--- src/rtl/zast_regs.svh ---
`ifndef ZAST_REGS_SVH
`define ZAST_REGS_SVH

// Register byte offsets
`define ZAST_OFF_TIMING 5'h00
`define ZAST_OFF_CLKCFG 5'h04
`define ZAST_OFF_ADDR 5'h08
`define ZAST_OFF_DATA 5'h0C
`define ZAST_OFF_CMD 5'h10

// Zone timing register fields
`define ZAST_F_RDLEAD 1:0
`define ZAST_F_RDACT 4:2
`define ZAST_F_RDTRL 6:5
`define ZAST_F_WRLEAD 8:7
`define ZAST_F_WRACT 11:9
`define ZAST_F_WRTRL 13:12
`define ZAST_B_DBL 14
`define ZAST_B_RUSE 15
`define ZAST_B_RASYNC 16
`define ZAST_TIMING_RST 17'h07FFF

// Clock configuration fields
`define ZAST_B_TIMHALF 0
`define ZAST_B_OUTHALF 1
`define ZAST_CLKCFG_RST 2'h3

// Command (write) and status (read) fields
`define ZAST_B_START 0
`define ZAST_B_DIRRD 1
`define ZAST_B_CLRDONE 2
`define ZAST_B_BUSY 0
`define ZAST_B_DONE 1
`define ZAST_F_WAITS 15:8

// Divider periods minus one, in clk cycles
`define ZAST_TIM_M1_FULL 3'h1
`define ZAST_TIM_M1_HALF 3'h3
`define ZAST_PER_M1_MAX 3'h7

// Synchroniser depths
`define ZAST_SYNC_STAGES 2
`define ZAST_ASYNC_STAGES 3
`endif

--- src/rtl/zast_pkg.sv ---
package zast_pkg;
  typedef logic [31:0] zast_word_t;
  typedef enum logic [4:0] {
    ZAST_IDLE = 5'h01,
    ZAST_ALIGN = 5'h02,
    ZAST_LEAD = 5'h04,
    ZAST_ACTIVE = 5'h08,
    ZAST_TRAIL = 5'h10
  } zast_state_t;
endpackage

--- src/rtl/zast_tick_if.sv ---
interface zast_tick_if;
  logic tim_half;
  logic out_half;
  logic tick;
  logic out_rise;
  logic clk_lvl;
  modport gen (input tim_half, input out_half,
               output tick, output out_rise, output clk_lvl);
  modport use_side (output tim_half, output out_half,
                    input tick, input out_rise, input clk_lvl);
endinterface

--- src/rtl/zast_top.sv ---
// Implementation choices: the placing of the registers and the Avalon-MM interface to the registers.
`include "zast_regs.svh"
module zast_top #(
  parameter int ADDR_W = 19,
  parameter int DATA_W = 16,
  parameter int CW = 5
) (
  // Clock and reset
  input wire logic clk_i,
  input wire logic rst_n_i,
  // Avalon-MM slave
  input wire logic [4:0] avs_address_i,
  input wire logic avs_read_i,
  input wire logic avs_write_i,
  input wire logic [3:0] avs_byteenable_i,
  input wire zast_pkg::zast_word_t avs_writedata_i,
  output zast_pkg::zast_word_t avs_readdata_o,
  output logic avs_waitrequest_o,
  // External memory interface
  output logic [ADDR_W-1:0] external_address_bus_o,
  output logic [DATA_W-1:0] ext_data_o,
  output logic ext_data_oe_o,
  input wire logic [DATA_W-1:0] ext_data_i,
  output logic zone_select_n_o,
  output logic read_strobe_n_o,
  output logic write_strobe_n_o,
  output logic read_not_write_o,
  input wire logic external_ready_i,
  output logic external_clock_output_o
);
  import zast_pkg::*;

  ////////////////////////////////////////////////////////////////////////
  // Declarations
  zast_tick_if tk ();
  zast_state_t state_r;
  zast_state_t st_nxt;
  logic [CW-1:0] seq_cnt_r;
  logic [CW-1:0] cnt_nxt;
  logic [16:0] timing_r;
  logic [1:0] clkcfg_r;
  logic [ADDR_W-1:0] addr_r;
  logic [DATA_W-1:0] wdata_r;
  logic [DATA_W-1:0] rdata_r;
  logic [7:0] waits_r;
  logic done_r;
  logic go_r;
  logic dir_rd_r;
  logic acc_rd_r;
  logic waitreq_r;
  zast_word_t readdata_r;
  zast_word_t rd_mux;
  zast_word_t stat;
  logic [ADDR_W-1:0] ext_addr_r;
  logic [DATA_W-1:0] ext_data_r;
  logic ext_oe_r;
  logic zcs_n_r;
  logic rds_n_r;
  logic wrs_n_r;
  logic rnw_r;
  logic rdy_sync;
  logic rdy_async;
  logic rdy_ok;
  logic [DATA_W-1:0] data_s;
  logic bus_wr;
  logic bus_rd;
  logic busy;
  logic start;
  logic to_active;
  logic to_trail;
  logic finish;
  logic wait_tick;
  logic [2:0] lead_n;
  logic [2:0] act_n;
  logic [2:0] trl_n;
  logic [CW-1:0] lead_len;
  logic [CW-1:0] act_len;
  logic [CW-1:0] trl_len;
  logic [`ZAST_SYNC_STAGES-1:0] cap_r;

  ////////////////////////////////////////////////////////////////////////
  // Helper functions
  // Phase length in ticks, doubled on request
  function automatic logic [CW-1:0] phase_len(input logic [2:0] n,
                                               input logic dbl);
    phase_len = dbl ? CW'({n, 1'b0}) : CW'(n);
  endfunction

  // Byte-lane merge of a write into an old word
  function automatic zast_word_t be_merge(input zast_word_t old_w,
                                          input zast_word_t new_w,
                                          input logic [3:0] be);
    be_merge = old_w;
    for (int i = 0; i < 4; i++)
    begin
      if (be[i])
        be_merge[i*8 +: 8] = new_w[i*8 +: 8];
    end
  endfunction

  ////////////////////////////////////////////////////////////////////////
  // Clock divider and synchronisers
  assign tk.tim_half = clkcfg_r[`ZAST_B_TIMHALF];
  assign tk.out_half = clkcfg_r[`ZAST_B_OUTHALF];

  zast_clkgen u_clkgen (
    .clk_i(clk_i),
    .rst_n_i(rst_n_i),
    .tk(tk.gen)
  );

  zast_sync #(.W(1), .STAGES(`ZAST_SYNC_STAGES)) u_rdy_sync (
    .clk_i(clk_i),
    .rst_n_i(rst_n_i),
    .d_i(external_ready_i),
    .q_o(rdy_sync)
  );

  // Deeper chain for asynchronous ready
  zast_sync #(.W(1), .STAGES(`ZAST_ASYNC_STAGES)) u_rdy_async (
    .clk_i(clk_i),
    .rst_n_i(rst_n_i),
    .d_i(external_ready_i),
    .q_o(rdy_async)
  );

  zast_sync #(.W(DATA_W), .STAGES(`ZAST_SYNC_STAGES)) u_data_sync (
    .clk_i(clk_i),
    .rst_n_i(rst_n_i),
    .d_i(ext_data_i),
    .q_o(data_s)
  );

  ////////////////////////////////////////////////////////////////////////
  // Avalon handshake: one wait cycle, then answer
  assign bus_wr = avs_write_i & ~waitreq_r;
  assign bus_rd = avs_read_i & waitreq_r;
  assign busy = go_r | (state_r != ZAST_IDLE);

  always_ff @(posedge clk_i)
  begin
    if (!rst_n_i)
      waitreq_r <= 1'b1;
    else
      waitreq_r <= ~((avs_read_i | avs_write_i) & waitreq_r);
  end

  // Status word and read mux
  always_comb
  begin
    stat = 32'h0;
    stat[`ZAST_B_BUSY] = busy;
    stat[`ZAST_B_DONE] = done_r;
    stat[`ZAST_F_WAITS] = waits_r;
    case (avs_address_i)
      `ZAST_OFF_TIMING: rd_mux = 32'(timing_r);
      `ZAST_OFF_CLKCFG: rd_mux = 32'(clkcfg_r);
      `ZAST_OFF_ADDR: rd_mux = 32'(addr_r);
      `ZAST_OFF_DATA: rd_mux = 32'(rdata_r);
      `ZAST_OFF_CMD: rd_mux = stat;
      default: rd_mux = 32'h0;
    endcase
  end

  // Read data stands while waitrequest is low
  always_ff @(posedge clk_i)
  begin
    if (!rst_n_i)
      readdata_r <= 32'h0;
    else if (bus_rd)
      readdata_r <= rd_mux;
  end

  // Configuration registers
  always_ff @(posedge clk_i)
  begin
    if (!rst_n_i)
    begin
      timing_r <= `ZAST_TIMING_RST;
      clkcfg_r <= `ZAST_CLKCFG_RST;
      addr_r <= '0;
      wdata_r <= '0;
    end
    else if (bus_wr)
    begin
      case (avs_address_i)
        `ZAST_OFF_TIMING: timing_r <= 17'(be_merge(32'(timing_r),
                                 avs_writedata_i, avs_byteenable_i));
        `ZAST_OFF_CLKCFG: clkcfg_r <= 2'(be_merge(32'(clkcfg_r),
                                 avs_writedata_i, avs_byteenable_i));
        `ZAST_OFF_ADDR: addr_r <= ADDR_W'(be_merge(32'(addr_r),
                                 avs_writedata_i, avs_byteenable_i));
        `ZAST_OFF_DATA: wdata_r <= DATA_W'(be_merge(32'(wdata_r),
                                 avs_writedata_i, avs_byteenable_i));
        default: ;
      endcase
    end
  end

  // Command: start request latched, ignored while busy
  always_ff @(posedge clk_i)
  begin
    if (!rst_n_i)
    begin
      go_r <= 1'b0;
      dir_rd_r <= 1'b0;
    end
    else if (start)
      go_r <= 1'b0;
    else if (bus_wr && avs_address_i == `ZAST_OFF_CMD && !busy &&
             avs_byteenable_i[0] && avs_writedata_i[`ZAST_B_START])
    begin
      go_r <= 1'b1;
      dir_rd_r <= avs_writedata_i[`ZAST_B_DIRRD];
    end
  end

  // Done flag: set by access end, wins over clear
  always_ff @(posedge clk_i)
  begin
    if (!rst_n_i)
      done_r <= 1'b0;
    else if (finish)
      done_r <= 1'b1;
    else if (bus_wr && avs_address_i == `ZAST_OFF_CMD &&
             avs_byteenable_i[0] && avs_writedata_i[`ZAST_B_CLRDONE])
      done_r <= 1'b0;
  end

  ////////////////////////////////////////////////////////////////////////
  // Phase lengths for the access direction
  always_comb
  begin
    if (start ? dir_rd_r : acc_rd_r)
    begin
      lead_n = {1'b0, timing_r[`ZAST_F_RDLEAD]};
      act_n = timing_r[`ZAST_F_RDACT];
      trl_n = {1'b0, timing_r[`ZAST_F_RDTRL]};
    end
    else
    begin
      lead_n = {1'b0, timing_r[`ZAST_F_WRLEAD]};
      act_n = timing_r[`ZAST_F_WRACT];
      trl_n = {1'b0, timing_r[`ZAST_F_WRTRL]};
    end
    lead_len = phase_len(lead_n, timing_r[`ZAST_B_DBL]);
    act_len = phase_len(act_n, timing_r[`ZAST_B_DBL]);
    trl_len = phase_len(trl_n, timing_r[`ZAST_B_DBL]);
  end

  // Ready gate: ignored, synchronous or asynchronous sampling
  always_comb
  begin
    if (!timing_r[`ZAST_B_RUSE])
      rdy_ok = 1'b1;
    else if (timing_r[`ZAST_B_RASYNC])
      rdy_ok = rdy_async;
    else
      rdy_ok = rdy_sync;
  end

  ////////////////////////////////////////////////////////////////////////
  // Sequencer next state, advancing only on timing ticks
  always_comb
  begin
    st_nxt = state_r;
    cnt_nxt = seq_cnt_r;
    start = 1'b0;
    to_active = 1'b0;
    to_trail = 1'b0;
    finish = 1'b0;
    wait_tick = 1'b0;
    if (tk.tick)
    begin
      case (state_r)
        ZAST_IDLE:
        begin
          if (go_r && tk.out_rise)
            start = 1'b1;
          else if (go_r)
            st_nxt = ZAST_ALIGN;
        end
        ZAST_ALIGN:
        begin
          if (tk.out_rise)
            start = 1'b1;
        end
        ZAST_LEAD:
        begin
          if (seq_cnt_r == '0)
            to_active = 1'b1;
          else
            cnt_nxt = CW'(seq_cnt_r - 1'b1);
        end
        ZAST_ACTIVE:
        begin
          if (seq_cnt_r != '0)
            cnt_nxt = CW'(seq_cnt_r - 1'b1);
          else if (rdy_ok)
            to_trail = 1'b1;
          else
            wait_tick = 1'b1;
        end
        ZAST_TRAIL:
        begin
          if (seq_cnt_r == '0)
            finish = 1'b1;
          else
            cnt_nxt = CW'(seq_cnt_r - 1'b1);
        end
        default: st_nxt = ZAST_IDLE;
      endcase
    end
    // Zero-length lead and trail phases fall straight through; no legality
    if (start && lead_len != '0)
    begin
      st_nxt = ZAST_LEAD;
      cnt_nxt = CW'(lead_len - 1'b1);
    end
    else if (start)
      to_active = 1'b1;
    if (to_active)
    begin
      st_nxt = ZAST_ACTIVE;
      cnt_nxt = act_len;
    end
    if (to_trail && trl_len != '0)
    begin
      st_nxt = ZAST_TRAIL;
      cnt_nxt = CW'(trl_len - 1'b1);
    end
    else if (to_trail)
      finish = 1'b1;
    if (finish)
      st_nxt = ZAST_IDLE;
  end

  // Sequencer state and phase counter
  always_ff @(posedge clk_i)
  begin
    if (!rst_n_i)
    begin
      state_r <= ZAST_IDLE;
      seq_cnt_r <= '0;
    end
    else
    begin
      state_r <= st_nxt;
      seq_cnt_r <= cnt_nxt;
    end
  end

  // Access direction latched at start
  always_ff @(posedge clk_i)
  begin
    if (!rst_n_i)
      acc_rd_r <= 1'b0;
    else if (start)
      acc_rd_r <= dir_rd_r;
  end

  // Ready wait-state counter
  always_ff @(posedge clk_i)
  begin
    if (!rst_n_i)
      waits_r <= 8'h00;
    else if (start)
      waits_r <= 8'h00;
    else if (wait_tick && waits_r != 8'hFF)
      waits_r <= 8'(waits_r + 8'h01);
  end

  ////////////////////////////////////////////////////////////////////////
  // Zone select and read/write line
  always_ff @(posedge clk_i)
  begin
    if (!rst_n_i)
    begin
      zcs_n_r <= 1'b1;
      rnw_r <= 1'b1;
    end
    else if (start)
    begin
      zcs_n_r <= 1'b0;
      rnw_r <= dir_rd_r;
    end
    else if (finish)
    begin
      zcs_n_r <= 1'b1;
      rnw_r <= 1'b1;
    end
  end

  // Read and write strobes over the active phase
  always_ff @(posedge clk_i)
  begin
    if (!rst_n_i)
    begin
      rds_n_r <= 1'b1;
      wrs_n_r <= 1'b1;
    end
    else if (to_active)
    begin
      rds_n_r <= ~(start ? dir_rd_r : acc_rd_r);
      wrs_n_r <= (start ? dir_rd_r : acc_rd_r);
    end
    else if (to_trail)
    begin
      rds_n_r <= 1'b1;
      wrs_n_r <= 1'b1;
    end
  end

  // Address held between accesses and in alignment
  always_ff @(posedge clk_i)
  begin
    if (!rst_n_i)
      ext_addr_r <= '0;
    else if (start)
      ext_addr_r <= addr_r;
  end

  // Write data drive for the whole write access
  always_ff @(posedge clk_i)
  begin
    if (!rst_n_i)
    begin
      ext_data_r <= '0;
      ext_oe_r <= 1'b0;
    end
    else if (start)
    begin
      ext_data_r <= wdata_r;
      ext_oe_r <= ~dir_rd_r;
    end
    else if (finish)
      ext_oe_r <= 1'b0;
  end

  // Capture delay matching the data synchroniser depth
  always_ff @(posedge clk_i)
  begin
    if (!rst_n_i)
      cap_r <= '0;
    else
      cap_r <= {cap_r[`ZAST_SYNC_STAGES-2:0], to_trail & acc_rd_r};
  end

  // Read data as the bus stood at read strobe release
  always_ff @(posedge clk_i)
  begin
    if (!rst_n_i)
      rdata_r <= '0;
    else if (cap_r[`ZAST_SYNC_STAGES-1])
      rdata_r <= data_s;
  end

  ////////////////////////////////////////////////////////////////////////
  // Outputs
  assign avs_readdata_o = readdata_r;
  assign avs_waitrequest_o = waitreq_r;
  assign external_address_bus_o = ext_addr_r;
  assign ext_data_o = ext_data_r;
  assign ext_data_oe_o = ext_oe_r;
  assign zone_select_n_o = zcs_n_r;
  assign read_strobe_n_o = rds_n_r;
  assign write_strobe_n_o = wrs_n_r;
  assign read_not_write_o = rnw_r;
  assign external_clock_output_o = tk.clk_lvl;
endmodule // zast_top

--- src/rtl/zast_clkgen.sv ---
`include "zast_regs.svh"
module zast_clkgen (
  // Clock and reset
  input wire logic clk_i,
  input wire logic rst_n_i,
  // Tick carrier
  zast_tick_if.gen tk
);
  import zast_pkg::*;
  logic [2:0] cnt_r;
  logic [2:0] cnt_nxt;
  logic [2:0] tim_m1;
  logic [2:0] per_m1;
  logic clk_lvl_r;

  ////////////////////////////////////////////////////////////////////////
  // Period selection: timing tick every other clk, every fourth with tim_half
  always_comb
  begin
    tim_m1 = tk.tim_half ? `ZAST_TIM_M1_HALF : `ZAST_TIM_M1_FULL;
    per_m1 = tk.out_half ? 3'((tim_m1 << 1) | 3'h1) : tim_m1;
    cnt_nxt = (cnt_r >= per_m1) ? 3'h0 : 3'(cnt_r + 3'h1);
  end

  // Phase counter over one output clock period
  always_ff @(posedge clk_i)
  begin
    if (!rst_n_i)
      cnt_r <= 3'h0;
    else
      cnt_r <= cnt_nxt;
  end

  // Output clock high in first half, lagging to match output flops
  always_ff @(posedge clk_i)
  begin
    if (!rst_n_i)
      clk_lvl_r <= 1'b0;
    else
      clk_lvl_r <= (cnt_r <= (per_m1 >> 1));
  end

  // Timing tick and output rising tick
  assign tk.tick = ((cnt_r & tim_m1) == 3'h0);
  assign tk.out_rise = (cnt_r == 3'h0);
  assign tk.clk_lvl = clk_lvl_r;
endmodule // zast_clkgen

--- src/rtl/zast_sync.sv ---
module zast_sync #(
  parameter int W = 1,
  parameter int STAGES = 2
) (
  // Clock and reset
  input wire logic clk_i,
  input wire logic rst_n_i,
  // Data
  input wire logic [W-1:0] d_i,
  output logic [W-1:0] q_o
);
  logic [W-1:0] st_r [STAGES];

  // First stage, read only by the second
  always_ff @(posedge clk_i)
  begin
    if (!rst_n_i)
      st_r[0] <= '0;
    else
      st_r[0] <= d_i;
  end

  // Further stages
  for (genvar i = 1; i < STAGES; i++)
  begin : g_stage
    always_ff @(posedge clk_i)
    begin
      if (!rst_n_i)
        st_r[i] <= '0;
      else
        st_r[i] <= st_r[i-1];
    end
  end

  assign q_o = st_r[STAGES-1];
endmodule // zast_sync

--- config.mk ---
export PLATFORM = sky130hd
export DESIGN_NAME = zast_top
export DESIGN_NICKNAME = d
export VERILOG_FILES = /design/src/rtl/zast_pkg.sv /design/src/rtl/zast_tick_if.sv /design/src/rtl/zast_top.sv /design/src/rtl/zast_clkgen.sv /design/src/rtl/zast_sync.sv
export VERILOG_INCLUDE_DIRS = /design/src /design/src/rtl
export SDC_FILE = /design/constraint.sdc
export NUM_CORES = 1
export LEC_CHECK = 0
export BUFFER_PORTS_ARGS = -buffer_cell sky130_fd_sc_hd__buf_2
export CAP_MARGIN = 0
export CORE_MARGIN = 4
export CORE_UTILIZATION = 55
export CTS_CLUSTER_DIAMETER = 200
export DETAILED_ROUTE_END_ITERATION = 12
export PLACE_DENSITY = 0.87
export SLEW_MARGIN = 30
export SYNTH_ARGS = -nofsm -noshare
export SYNTH_HDL_FRONTEND = slang
export SYNTH_SLANG_ARGS = --single-unit
--- constraint.sdc ---
create_clock -name clk_i -period 5 [get_ports clk_i]
set_input_delay 0.5 -clock clk_i [delete_from_list [all_inputs] [get_ports clk_i]]
set_output_delay 0.5 -clock clk_i [all_outputs]
set_load 0.01 [all_outputs]
# Word level (Yosys, flattened, before mapping)
# Memory sizes are Yosys's and may differ from the RTL's. A register that Yosys moved wholly into a read port is not among the register bits.
# Index checks and enable logic that the tools add are counted.
[word_totals]
register_bits = 155
mem_bits_rw = 37
inputBits = 62
output_inout_bits = 74
wordCells = 201
memories = 3
[classes]
add_sub_neg = 5
magnitude_cmp = 2
eq_ne = 24
n_mux = 66
bitwise_logic = 21
reduce_logical = 49
[mem_list]
columns = ["name", "depth", "width", "read_ports", "rd_ports_with_merged_regs", "write_ports", "line", "rtl"]
rows = [
  ["u_data_sync.st_r", 2, 16, 2, 1, 2, "zast_sync.sv:12", "logic [W-1:0] st_r [STAGES];"],
  ["u_rdy_async.st_r", 3, 1, 3, 0, 3, "zast_sync.sv:12", ""],
  ["u_rdy_sync.st_r", 2, 1, 2, 0, 2, "zast_sync.sv:12", ""],
]
[op_table]
columns = ["operator", "n"]
rows = [
  ["one-hot mux 19 bit (5 select lines)", 1],
  ["2-to-1 mux 5 bit", 12],
  ["2-to-1 mux 1 bit", 40],
  ["2-to-1 mux 16 bit", 2],
  ["AND reduction 3 bit", 9],
  ["one-hot mux 5 bit (2 select lines)", 2],
  ["AND reduction 4 bit", 5],
  ["nonzero test 5 bit", 4],
  ["== test 5 x 4 -> 1 bit, second input constant", 3],
  ["!= test 5 bit, second input constant", 3],
  ["2-to-1 mux 4 bit", 3],
  ["== test 5 x 3 -> 1 bit, second input constant", 2],
  ["== test 5 bit, second input constant", 2],
  ["logical AND 1 bit", 10],
  ["zero test 5 bit", 2],
  ["subtractor 4 x 1 -> 5 bit, second input constant", 2],
  ["bitwise OR 1 bit", 9],
  ["adder 8 x 1 -> 8 bit, second input constant", 1],
  ["!= test 4 bit, second input constant", 2],
  ["!= test 8 bit, second input constant", 1],
  ["nonzero test 2 bit", 4],
  ["OR reduction 2 bit", 4],
  ["OR reduction 4 bit", 2],
  ["inverter 1 bit", 7],
  ["25 further kinds", 35],
]

# Depth between registers and ports, before layout
# Gate-level depths: netlist of run 1.
[depth]
word_depth = 13
depth_mapped = 16
ltp_nobuf = 15

# Cells and area by module
# A second synthesis of run 1 with hierarchy kept.
[hier_totals]
cells_unflattened = 889
area_unflattened_um2 = 8276.7
[by_module_without_submodules]
columns = ["module", "instances", "cells_per_inst", "area_each_um2", "seq_area_each_um2"]
rows = [
  ["zast_top", 1, 785, 6988.0, 3083.0],
  ["zast_sync at u_data_sync", 1, 67, 895.9, 640.6],
  ["zast_clkgen", 1, 27, 261.5, 80.1],
  ["zast_sync at u_rdy_async", 1, 6, 78.8, 60.1],
  ["zast_sync at u_rdy_sync", 1, 4, 52.6, 40.0],
]

# Least setup slack after synthesis of run 1
# Ideal clock, no wire load.
[synth_path]
kind = "flip-flop to flip-flop"
start = "register u_clkgen.cnt_r[0]"
end = "register seq_cnt_r[3]"
setup_time_ns = 0.073
t_arrival_ns = 3.341
t_required_ns = 4.927
path_slack_ns = 1.586
stages_incl_launch_ff = 17
n_path_buf = 2
period_less_slack_ns = 3.414
cell_sequence = "dfxtp_1 > inv_1 > ha_1 > nor2b_1 > o2111ai_4 > mux2i_2 > buf_6 > mux2i_1 > mux2_2 > ha_1 > ha_1 > nor3b_4 > o31a_1 > buf_6 > o31ai_1 > or4_4 > o211ai_2"
[synth_via]
elab_chain_cells = 13
word_cells_on_any_way = 33
classes_between = "add/sub (2); eq/ne (2); mux (18); bitwise (1); reduce/logical (10)"
[synth_rtl]
columns = ["element", "line", "rtl"]
rows = [
  ["start, declared", "zast_clkgen.sv:10", "logic [2:0] cnt_r;"],
  ["start signal, assigned", "zast_clkgen.sv:31", "cnt_r <= cnt_nxt;"],
  ["branches (longest 13 deep; another with subtractor 4 x 1 -> 5 bit)", "-", ""],
  ["end signal, assigned", "zast_top.sv:349", "seq_cnt_r <= cnt_nxt;"],
  ["end, declared", "zast_top.sv:38", "logic [CW-1:0] seq_cnt_r;"],
]
# Parallel ways; which one is timed is not known.
# A chain may end at the register's enable or synchronous reset.

# Final worst setup path of run 1
# Same ends and word-level chain as after synthesis.

==> impl_metrics.ini, run 1 <==
[drt]
drt_iter0_drc = 689
postRouteAntennaNets = 0
dr_total_vias = 6549
remaining_drc_errors = 0
drt-pass1-iter-count = 5
via_per_inst = 5.69
wl_per_cell_um = 16.9
wl_um = 19400

[finish]
area_delta_synth_final_pct = 14.2
nFillCells = 1111
drive_gt1_share_pct = 18.2
multiInputGateArea_um2 = 3710
final_nets = 1033
fin_cells = 1151
finalInstanceArea_um2 = 8960
finish.utilization_pct = 64.3
regArea_um2 = 3860
n_antenna_cell = 0

[timing]
finalHoldViolations = 0
worst_pin_slew_ns = 0.882
setup_violations = 0
fin_crit_sh_pct = 79.0
fin_skew_ns = 0.00609
relSlewSlack_pct = 41.2
slew_violations = 0
fin_ws_ns = 1.05
tns_ns = 0
hold_slack_ns = 0.267
fmax_ghz = 0.253
rsz0062_at_grt = false
period_needed_ns = 3.95

[grt]
grt_pass1_wl_um = 30600
grt_antenna_before_repair = 0
grt_util_all_layers_pct = 23.7
grt-ovfl-total = 0
use_met1_pct = 31.0
grt_start_max_net_pins = 89
grt_use_met2_pct = 38.0
grt_most_used_layer = met2
grtUsageMet3_pct = 6.48
first_global_vias = 6148

[power]
peakVddDrop_mv = 0.267
leakage_nw = 3.72
p_per_area_nw_per_um2 = 324
total_power_mw = 2.90

[worst_setup_path]
path_buf_inv = 2
cp_max_fo = 11
regToRegSetupSlack_ns = 1.05
arrival_ns = 4.31
path_class = reg -> reg
end_kind = register
path_delay_family = simple AND/OR/NAND/NOR gates
startpoint_type = register
cp_common_cell = ha_1
critical_path.slowest_cell = or4_4
cp.required_ns = 5.36
max_stage_delay_ns = 0.53
path_cells = inv_1 -> ha_1 -> nor2b_1 -> o2111ai_4 -> mux2i_2 -> buf_4 -> mux2i_1 -> mux2_2 -> ha_1 -> ha_1 -> nor3b_4 -> o31a_1 -> o31ai_1 -> or4_4 -> o211ai_2

[synth]
syn_area_um2 = 7850
synthAdderAreaFrac_pct = 1.59
synth_compound_area_share_pct = 11.3
avgSynthCellArea_um2 = 8.98
muxShareOfSynthArea_pct = 10.3
yosysSeqAreaShare_pct = 49.3
synth_edf_count = 0
async_flop_share_pct = 0
synth_top_family_by_area = simple AND/OR/NAND/NOR gates
ys.flop_type = dfxtp_1
ys_ff_latch = 193
syn_inst = 874
synthDistinctLibCells = 70
synth-simple-area-share_pct = 22.4
synth_warnings = 0
synth_xor_area_share_pct = 0.893

[die]
die_area_um2 = 16200
core_region_area_um2 = 13900
rows = 43
pin_count = 136
die_width_um = 127
start_util_pct = 56.3
die_h_um = 127

[cts]
clk_pin_slew_worst_paths_ns = 0.06
numCtsBuffers = 17
post_cts_buffers = 0
cts_resized = 0
htree_levels = 4
cts.sinks = 193
root_buffer = clkbuf_16
clock_latency_ns = 0.44
cts_hold_buf = 0
tritoncts = yes
cts.path.max_buffers = 2

[place]
place_hpwl_um = 13500
dpl.cell_count = 1122
place.gp.congestion = 0.902
port_buffers = 108
place_area_um2 = 8440
dpl_worst_slack_ns = 1.11

[job]
maxCapViolCount = 0

[hold_path]
min_path_type = in -> reg

[run_status]
status = complete, no violations
report_power, final:
part / total (mW) / leakage, nW / internal [mW] / switching (mW)
Combinational: 0.122 / 1.91 / 0.0420 / 0.0797
Clock: 1.22 / 0.246 / 0.652 / 0.565
Sequential: 1.56 / 1.56 / 1.55 / 0.00970
final cells by class:
cell class | instances | area share (%)
clock buffers | 20 | 5.10
clock inverters | 9 | 0.698
inverters | 8 | 0.349
multi-input cells | 623 | 41.4
flip-flops and latches | 193 | 43.1
well taps | 180 | 2.51
repair buffers | 118 | 6.87
cell usage in the layout, fill, tap and decap left out, types with 2 or more instances in the layout:
master	count
a211oi_1	4
a21oi_1	76
a222oi_1	7
a22oi_1	10
a31oi_1	3
and2_1	37
and3_1	8
and3b_1	3
buf_2	108
buf_4	10
clkbuf_16	17
clkbuf_8	2
clkinv_2	4
clkinvlp_4	4
conb_1	13
dfxtp_1	193
ha_1	10
inv_1	7
mux2_2	11
mux2_4	2
mux2i_1	64
nand2_1	139
nand2b_1	6
nand3_1	23
nand3b_1	2
nand4_1	7
nor2_1	107
nor2b_1	4
nor3_1	16
nor3b_1	2
nor4_2	3
o211ai_1	5
o21a_1	2
o21ai_0	14
or2_1	2
or3_1	3
xnor2_1	5
xor2_1	3
routing by layer:
layer / share of wire, % / up-vias
li1: - / 3126
met1: 41 / 3091
met2: 47 / 285
met3: 9.5 / 47
met4: 2.4 / 0
met5: 0 / -
cell usage after synthesis, types with 2 or more instances:
library cell,number,share of area (%)
buf_6,2,0.29
o21ai_0,14,0.89
nor4_2,2,0.32
ha_1,10,1.6
a211oi_1,4,0.38
mux2_2,11,1.6
inv_1,7,0.33
mux2_4,2,0.38
nor3b_1,2,0.19
xnor2_1,5,0.56
a222oi_1,7,0.89
buf_1,5,0.24
clkbuf_1,41,2.0
and3b_1,3,0.33
nor2b_1,5,0.40
nand3_1,23,1.5
a31oi_1,3,0.24
dfxtp_1,193,49
nor3_1,16,1.0
nand2_1,139,6.7
o21a_1,2,0.19
mux2i_1,64,8.2
xor2_1,3,0.33
nor2_1,107,5.1
and3_1,8,0.64
and2_1,37,3.0
or2_1,2,0.16
a22oi_1,10,0.96
buf_4,13,1.2
nand2b_1,6,0.48
a21oi_1,76,4.8
nand4_1,7,0.56
nand3b_1,2,0.19
o211ai_1,5,0.48
or3_1,3,0.24
state kept, by name, indices dropped and copies added, names as in the netlist, 2 cells and up:
signal	flops
u_data_sync.st_r	32
addr_r	19
avs_readdata_o	19
external_address_bus_o	19
timing_r	17
ext_data_o	16
rdata_r	16
wdata_r	16
waits_r	8
seq_cnt_r	5
state_r	5
u_clkgen.cnt_r	3
cap_r	2
clkcfg_r	2
u_rdy_async.st_r	2
final timing paths:
kind                            from                 endpoint  cells after the start
max                u_clkgen.cnt_r[0]             seq_cnt_r[3]                     15
min                    ext_data_i[4]   u_data_sync.st_r[0][4]                      2
max reg2reg        u_clkgen.cnt_r[0]             seq_cnt_r[3]                     15
min reg2reg  u_data_sync.st_r[0][14]  u_data_sync.st_r[1][14]                      1
worst reg2reg max path, stage by stage, from the launching register on:
cell and delay (ns):
dfxtp_1 0.48, inv_1 0.11, ha_1 0.20, nor2b_1 0.17, o2111ai_4 0.14, mux2i_2 0.23, buf_4 0.23, mux2i_1 0.12
mux2_2 0.29, ha_1 0.18, ha_1 0.25, nor3b_4 0.31, o31a_1 0.40, o31ai_1 0.16, or4_4 0.53, o211ai_2 0.06
logic make-up (layout without fill, tap and decap cells):
group,count (synthesis),in the layout
AND/OR/NAND/NOR,375,375
adder cells (fa/ha/maj),10,10
other,1,13
buffers and inverters,70,155
multiplexers,78,78
AO/OA/AOI/OAI,139,139
flip-flops,193,193
XOR/XNOR,8,8
Note: power is estimated with default switching activity, not from simulation.
==> run 2, diff against run 1 <==
--- a/config.mk
+++ b/config.mk
@@ -9,10 +9,10 @@
 export BUFFER_PORTS_ARGS = -buffer_cell sky130_fd_sc_hd__buf_2
 export CAP_MARGIN = 0
 export CORE_MARGIN = 4
-export CORE_UTILIZATION = 55
+export CORE_UTILIZATION = 50
 export CTS_CLUSTER_DIAMETER = 200
 export DETAILED_ROUTE_END_ITERATION = 12
-export PLACE_DENSITY = 0.87
+export PLACE_DENSITY = 0.83
 export SLEW_MARGIN = 30
 export SYNTH_ARGS = -nofsm -noshare
 export SYNTH_HDL_FRONTEND = slang
==> constraint.sdc (replaced) <==
create_clock -name clk_i -period 3.3 [get_ports clk_i]
set_input_delay 0.33 -clock clk_i [delete_from_list [all_inputs] [get_ports clk_i]]
set_output_delay 0.33 -clock clk_i [all_outputs]
set_load 0.01 [all_outputs]
==> impl_metrics.ini, run 2 (same netlist as run 1, synthesis figures left out) <==
[drt]
drt-pass1-iter-count = 6
via_per_inst = 5.49
postRouteAntennaNets = 0
drt_iter0_drc = 660
dr_total_vias = 6600
wl_um = 19900
remaining_drc_errors = 0
wl_per_cell_um = 16.5

[worst_setup_path]
path_class = reg -> reg
end_kind = register
cp_common_cell = ha_1
timing.rr.start = u_clkgen.cnt_r[0]
path_cells = inv_1 -> ha_1 -> nor2b_4 -> o2111ai_4 -> mux2i_4 -> mux2i_1 -> mux2_2 -> ha_1 -> ha_2 -> nor3b_4 -> o31a_1 -> o31ai_1 -> or4_4 -> o211ai_2
cp.required_ns = 3.65
cp_max_fo = 4
crit_start = u_clkgen.cnt_r[0]
arrival_ns = 3.49
regToRegSetupSlack_ns = 0.17
max_stage_delay_ns = 0.52
startpoint_type = register
critical_path.slowest_cell = or4_4

[timing]
fin_ws_ns = 0.169
fin_crit_sh_pct = 94.9
tns_ns = 0
worst_pin_slew_ns = 0.909
hold_slack_ns = 0.0937
slew_violations = 0
period_needed_ns = 3.13
relSlewSlack_pct = 39.1
fmax_ghz = 0.319
setup_violations = 0
finalHoldViolations = 0
fin_skew_ns = 0.0172

[place]
port_buffers = 108
place_hpwl_um = 14000
dpl_worst_slack_ns = 0.0878
place_area_um2 = 8570
place.gp.congestion = 0.883

[cts]
htree_levels = 4
cts.sinks = 193
clock_latency_ns = 0.44
tritoncts = yes
cts_hold_buf = 0
cts.path.max_buffers = 2
root_buffer = clkbuf_16
clk_pin_slew_worst_paths_ns = 0.07
numCtsBuffers = 17

[power]
total_power_mw = 4.64
leakage_nw = 3.84
p_per_area_nw_per_um2 = 503
peakVddDrop_mv = 0.449

[run_status]
status = complete, no violations

[grt]
grt_pass1_wl_um = 31300
first_global_vias = 5943
grt-ovfl-total = 0
grt_start_max_net_pins = 65
grt_util_all_layers_pct = 22.0
grt_antenna_before_repair = 1

[die]
rows = 45
pin_count = 136
die_h_um = 133
die_width_um = 133
die_area_um2 = 17800
core_region_area_um2 = 15300
start_util_pct = 51.2

[finish]
largest_register = u_data_sync.st_r
area_delta_synth_final_pct = 17.6
final_nets = 1049
final_common_cell = dfxtp_1
largest_reg_flops = 32
finalInstanceArea_um2 = 9230
drive_gt1_share_pct = 20.3
nFillCells = 1286
layout_common_cells = dfxtp_1, nand2_1, buf_2

[hold_path]
hold_start = ext_data_i[7]
min_path_type = in -> reg

[job]
maxCapViolCount = 0
## run 2: cell types whose count changed in the layout (fill, tap and decap cells not counted), moves of 2 or more
cell       change
buf_4         +16
clkinv_4       +3
bufinv_16      +2
clkinv_2       -3
dfxtp_1        -3
clkbuf_8       -2
inv_6          +2
inv_8          +2
dfxtp_4        +2
## run 2: critical path, delay by kind of cell, from the launching register on
family                     cells  cell delay, ns
muxes                          3            0.67
and+or+nand+nor                3            0.87
adders and majority gates      3            0.56
AOI/OAI and AO/OA              4            0.51
DFF                            1            0.35
buffers and inverters          1            0.08
## run 2: cell type report
class,count,area (um2),area share (%)
Sequential cell,193,3870,42.0
Clock inverter,15,174,1.88
Multi-Input combinational cell,623,3720,40.3
Tap cell,211,264,2.86
Antenna cell,1,2.50,0.0271
Clock buffer,17,425,4.61
Timing Repair Buffer,134,736,7.97
Inverter,8,31.3,0.339
## run 2: metrics by stage
| step | cells | utilization (%) |
|---|---|---|
| floorplan | 886 | - |
| CTS | 1196 | 59.9 |
| global route | 1202 | 60.3 |
| finish | 1202 | 60.3 |
| global placement | 1164 | 56.0 |
| detailed placement | 1164 | 56.0 |
## run 2: worst paths after layout
kind	end	cells past startpoint
worst max register to register	seq_cnt_r[3]	14
worst min register to register	u_data_sync.st_r[1][12]	1
worst max-delay path	seq_cnt_r[3]	14
worst min-delay path	u_data_sync.st_r[0][7]	2
## run 2: repair_timing
action	in CTS	in global routing
buffers inserted	0	5
resized for setup	0	4
setup endpoints to repair	0	2
## run 2: report_power, final
part	internal, mW	switching (mW)
combinational	0.0779	0.126
clock	1.14	0.930
sequential	2.35	0.0115
total	3.57	1.07
## run 2: layer usage
layer	global-route usage (%)	routed length, um	vias to the layer above
met5	0	0	-
met4	8.97	484	0
met3	4.15	1480	42
met2	34.4	9260	290
met1	30.1	8660	3094
li1	-	-	3174
==> run 3, diff against run 2 <==
--- a/config.mk
+++ b/config.mk
@@ -12,7 +12,8 @@
 export CORE_UTILIZATION = 50
 export CTS_CLUSTER_DIAMETER = 200
 export DETAILED_ROUTE_END_ITERATION = 12
-export PLACE_DENSITY = 0.83
+export PLACE_DENSITY = 0.79
+export SETUP_SLACK_MARGIN = 0.3
 export SLEW_MARGIN = 30
 export SYNTH_ARGS = -nofsm -noshare
 export SYNTH_HDL_FRONTEND = slang
==> impl_metrics.ini, run 3 (same netlist as run 1, synthesis figures left out) <==
[power]
clkPwrFrac_pct = 44.3
p_per_area_nw_per_um2 = 497
p_comb_share_pct = 4.4
peakVddDrop_mv = 0.567
leakage_nw = 3.86
swShare_pct = 22.3
p_int_mw = 3.59
netSwitchingPower_mw = 1.03
p_seq_share_pct = 51.3

[grt]
grt_util_all_layers_pct = 21.9
grt-ovfl-total = 0
grt_pass1_wl_um = 31000
grt_antenna_before_repair = 0
first_global_vias = 6033
grt_start_max_net_pins = 70

[timing]
setup_violations = 0
fmax_ghz = 0.335
fin_skew_ns = 0.0105
tns_ns = 0
rsz0062_at_grt = true
relSlewSlack_pct = 42.1
fin_crit_sh_pct = 90.5
slew_violations = 0
finalHoldViolations = 0
period_needed_ns = 2.99
worst_pin_slew_ns = 0.867

[cts]
clk_pin_slew_worst_paths_ns = 0.07
clock_latency_ns = 0.44
tritoncts = yes
cts_hold_buf = 0
cts.path.max_buffers = 2
cts.sinks = 193
htree_levels = 4
numCtsBuffers = 17
root_buffer = clkbuf_16

[job]
maxCapViolCount = 0

[place]
port_buffers = 108
place.gp.congestion = 0.900
place_area_um2 = 8610
place_hpwl_um = 13800

[worst_setup_path]
startpoint_type = register
cp.required_ns = 3.67
end_kind = register
arrival_ns = 3.36
cp_max_fo = 7
path_class = reg -> reg

[finish]
largest_register = u_data_sync.st_r
layout_common_cells = dfxtp_1, nand2_1, buf_2
finalInstanceArea_um2 = 9300
final_nets = 1051
n_antenna_cell = 0
nFillCells = 1356
largest_reg_flops = 32
area_delta_synth_final_pct = 18.5
final_common_cell = dfxtp_1
drive_gt1_share_pct = 21.4

[drt]
postRouteAntennaNets = 0
remaining_drc_errors = 0
via_per_inst = 5.39
dr_total_vias = 6489
wl_per_cell_um = 16.3
drt-pass1-iter-count = 5
wl_um = 19600
drt_iter0_drc = 566

[die]
rows = 45
pin_count = 136
start_util_pct = 51.2
die_h_um = 133
die_area_um2 = 17800
core_region_area_um2 = 15300
die_width_um = 133

[hold_path]
min_path_type = in -> reg

[run_status]
status = complete, no violations
run 3: cell type report:
class / instances / area, um2 / area share [%]
multi-input combinational: 623 / 3780 / 40.7
inverter: 8 / 33.8 / 0.363
tap: 211 / 264 / 2.84
clock inverter: 13 / 133 / 1.43
sequential: 193 / 3880 / 41.7
timing repair buffer: 136 / 751 / 8.08
clock buffer: 19 / 453 / 4.87
run 3: repair_timing:
item,4_1_cts,5_1_grt
gates cloned,0,0
pin swaps,3,5
setup buffers,5,6
setup endpoints to repair,1,9
resized for setup,2,5
run 3: power by group through the flow:
stage,Combinational [mW],Clock (mW),Sequential (mW)
CTS,0.194,2.06,2.37
detailed placement,0.187,0,2.42
global route,0.225,2.16,2.37
floorplan,0.121,0,2.42
global placement,0.186,0,2.42
finish,0.205,2.04,2.37
run 3: metal layers:
metal	global-route usage (%)	share of wire, %	up-vias
met2	34.0	46	244
li1	-	-	3174
met1	29.3	44	3032
met3	5.89	7.7	39
met4	8.06	2.1	0
met5	0	0	-
run 3: per-stage QoR:
stage / std cells / setup WS (ns) / util [%] / hold WS (ns) / power [mW]
detailed placement: 1160 / 0.247 / 56.2 / 0.418 / 2.61
global placement: 1160 / 0.305 / 56.2 / 0.417 / 2.61
floorplan: 886 / 0.230 / - / 0.412 / 2.54
global route: 1203 / 0.181 / 60.7 / 0.0886 / 4.75
CTS: 1197 / 0.304 / 60.4 / 0.0796 / 4.63
finish: 1203 / 0.312 / 60.7 / 0.0950 / 4.62
run 3: path summary, 6_finish.rpt:
kind	from	endpoint	slack, ns	depth (start not counted)
worst max-delay path	state_r[0]	seq_cnt_r[3]	0.31	12
worst min-delay path	ext_data_i[10]	u_data_sync.st_r[0][10]	0.1	2
worst max register to register	state_r[0]	seq_cnt_r[3]	0.31	12
worst min register to register	u_data_sync.st_r[0][11]	u_data_sync.st_r[1][11]	0.43	1
run 3: critical path, cell delays in order (launching register included):
cell and delay [ns]:
dfxtp_4 0.37, and3b_2 0.22, o2111ai_4 0.27, mux2i_4 0.34
mux2i_1 0.13, mux2_4 0.30, ha_4 0.16, ha_4 0.17
nor3b_4 0.18, o31a_1 0.20, o31ai_4 0.09, or4_4 0.42
o211ai_2 0.07
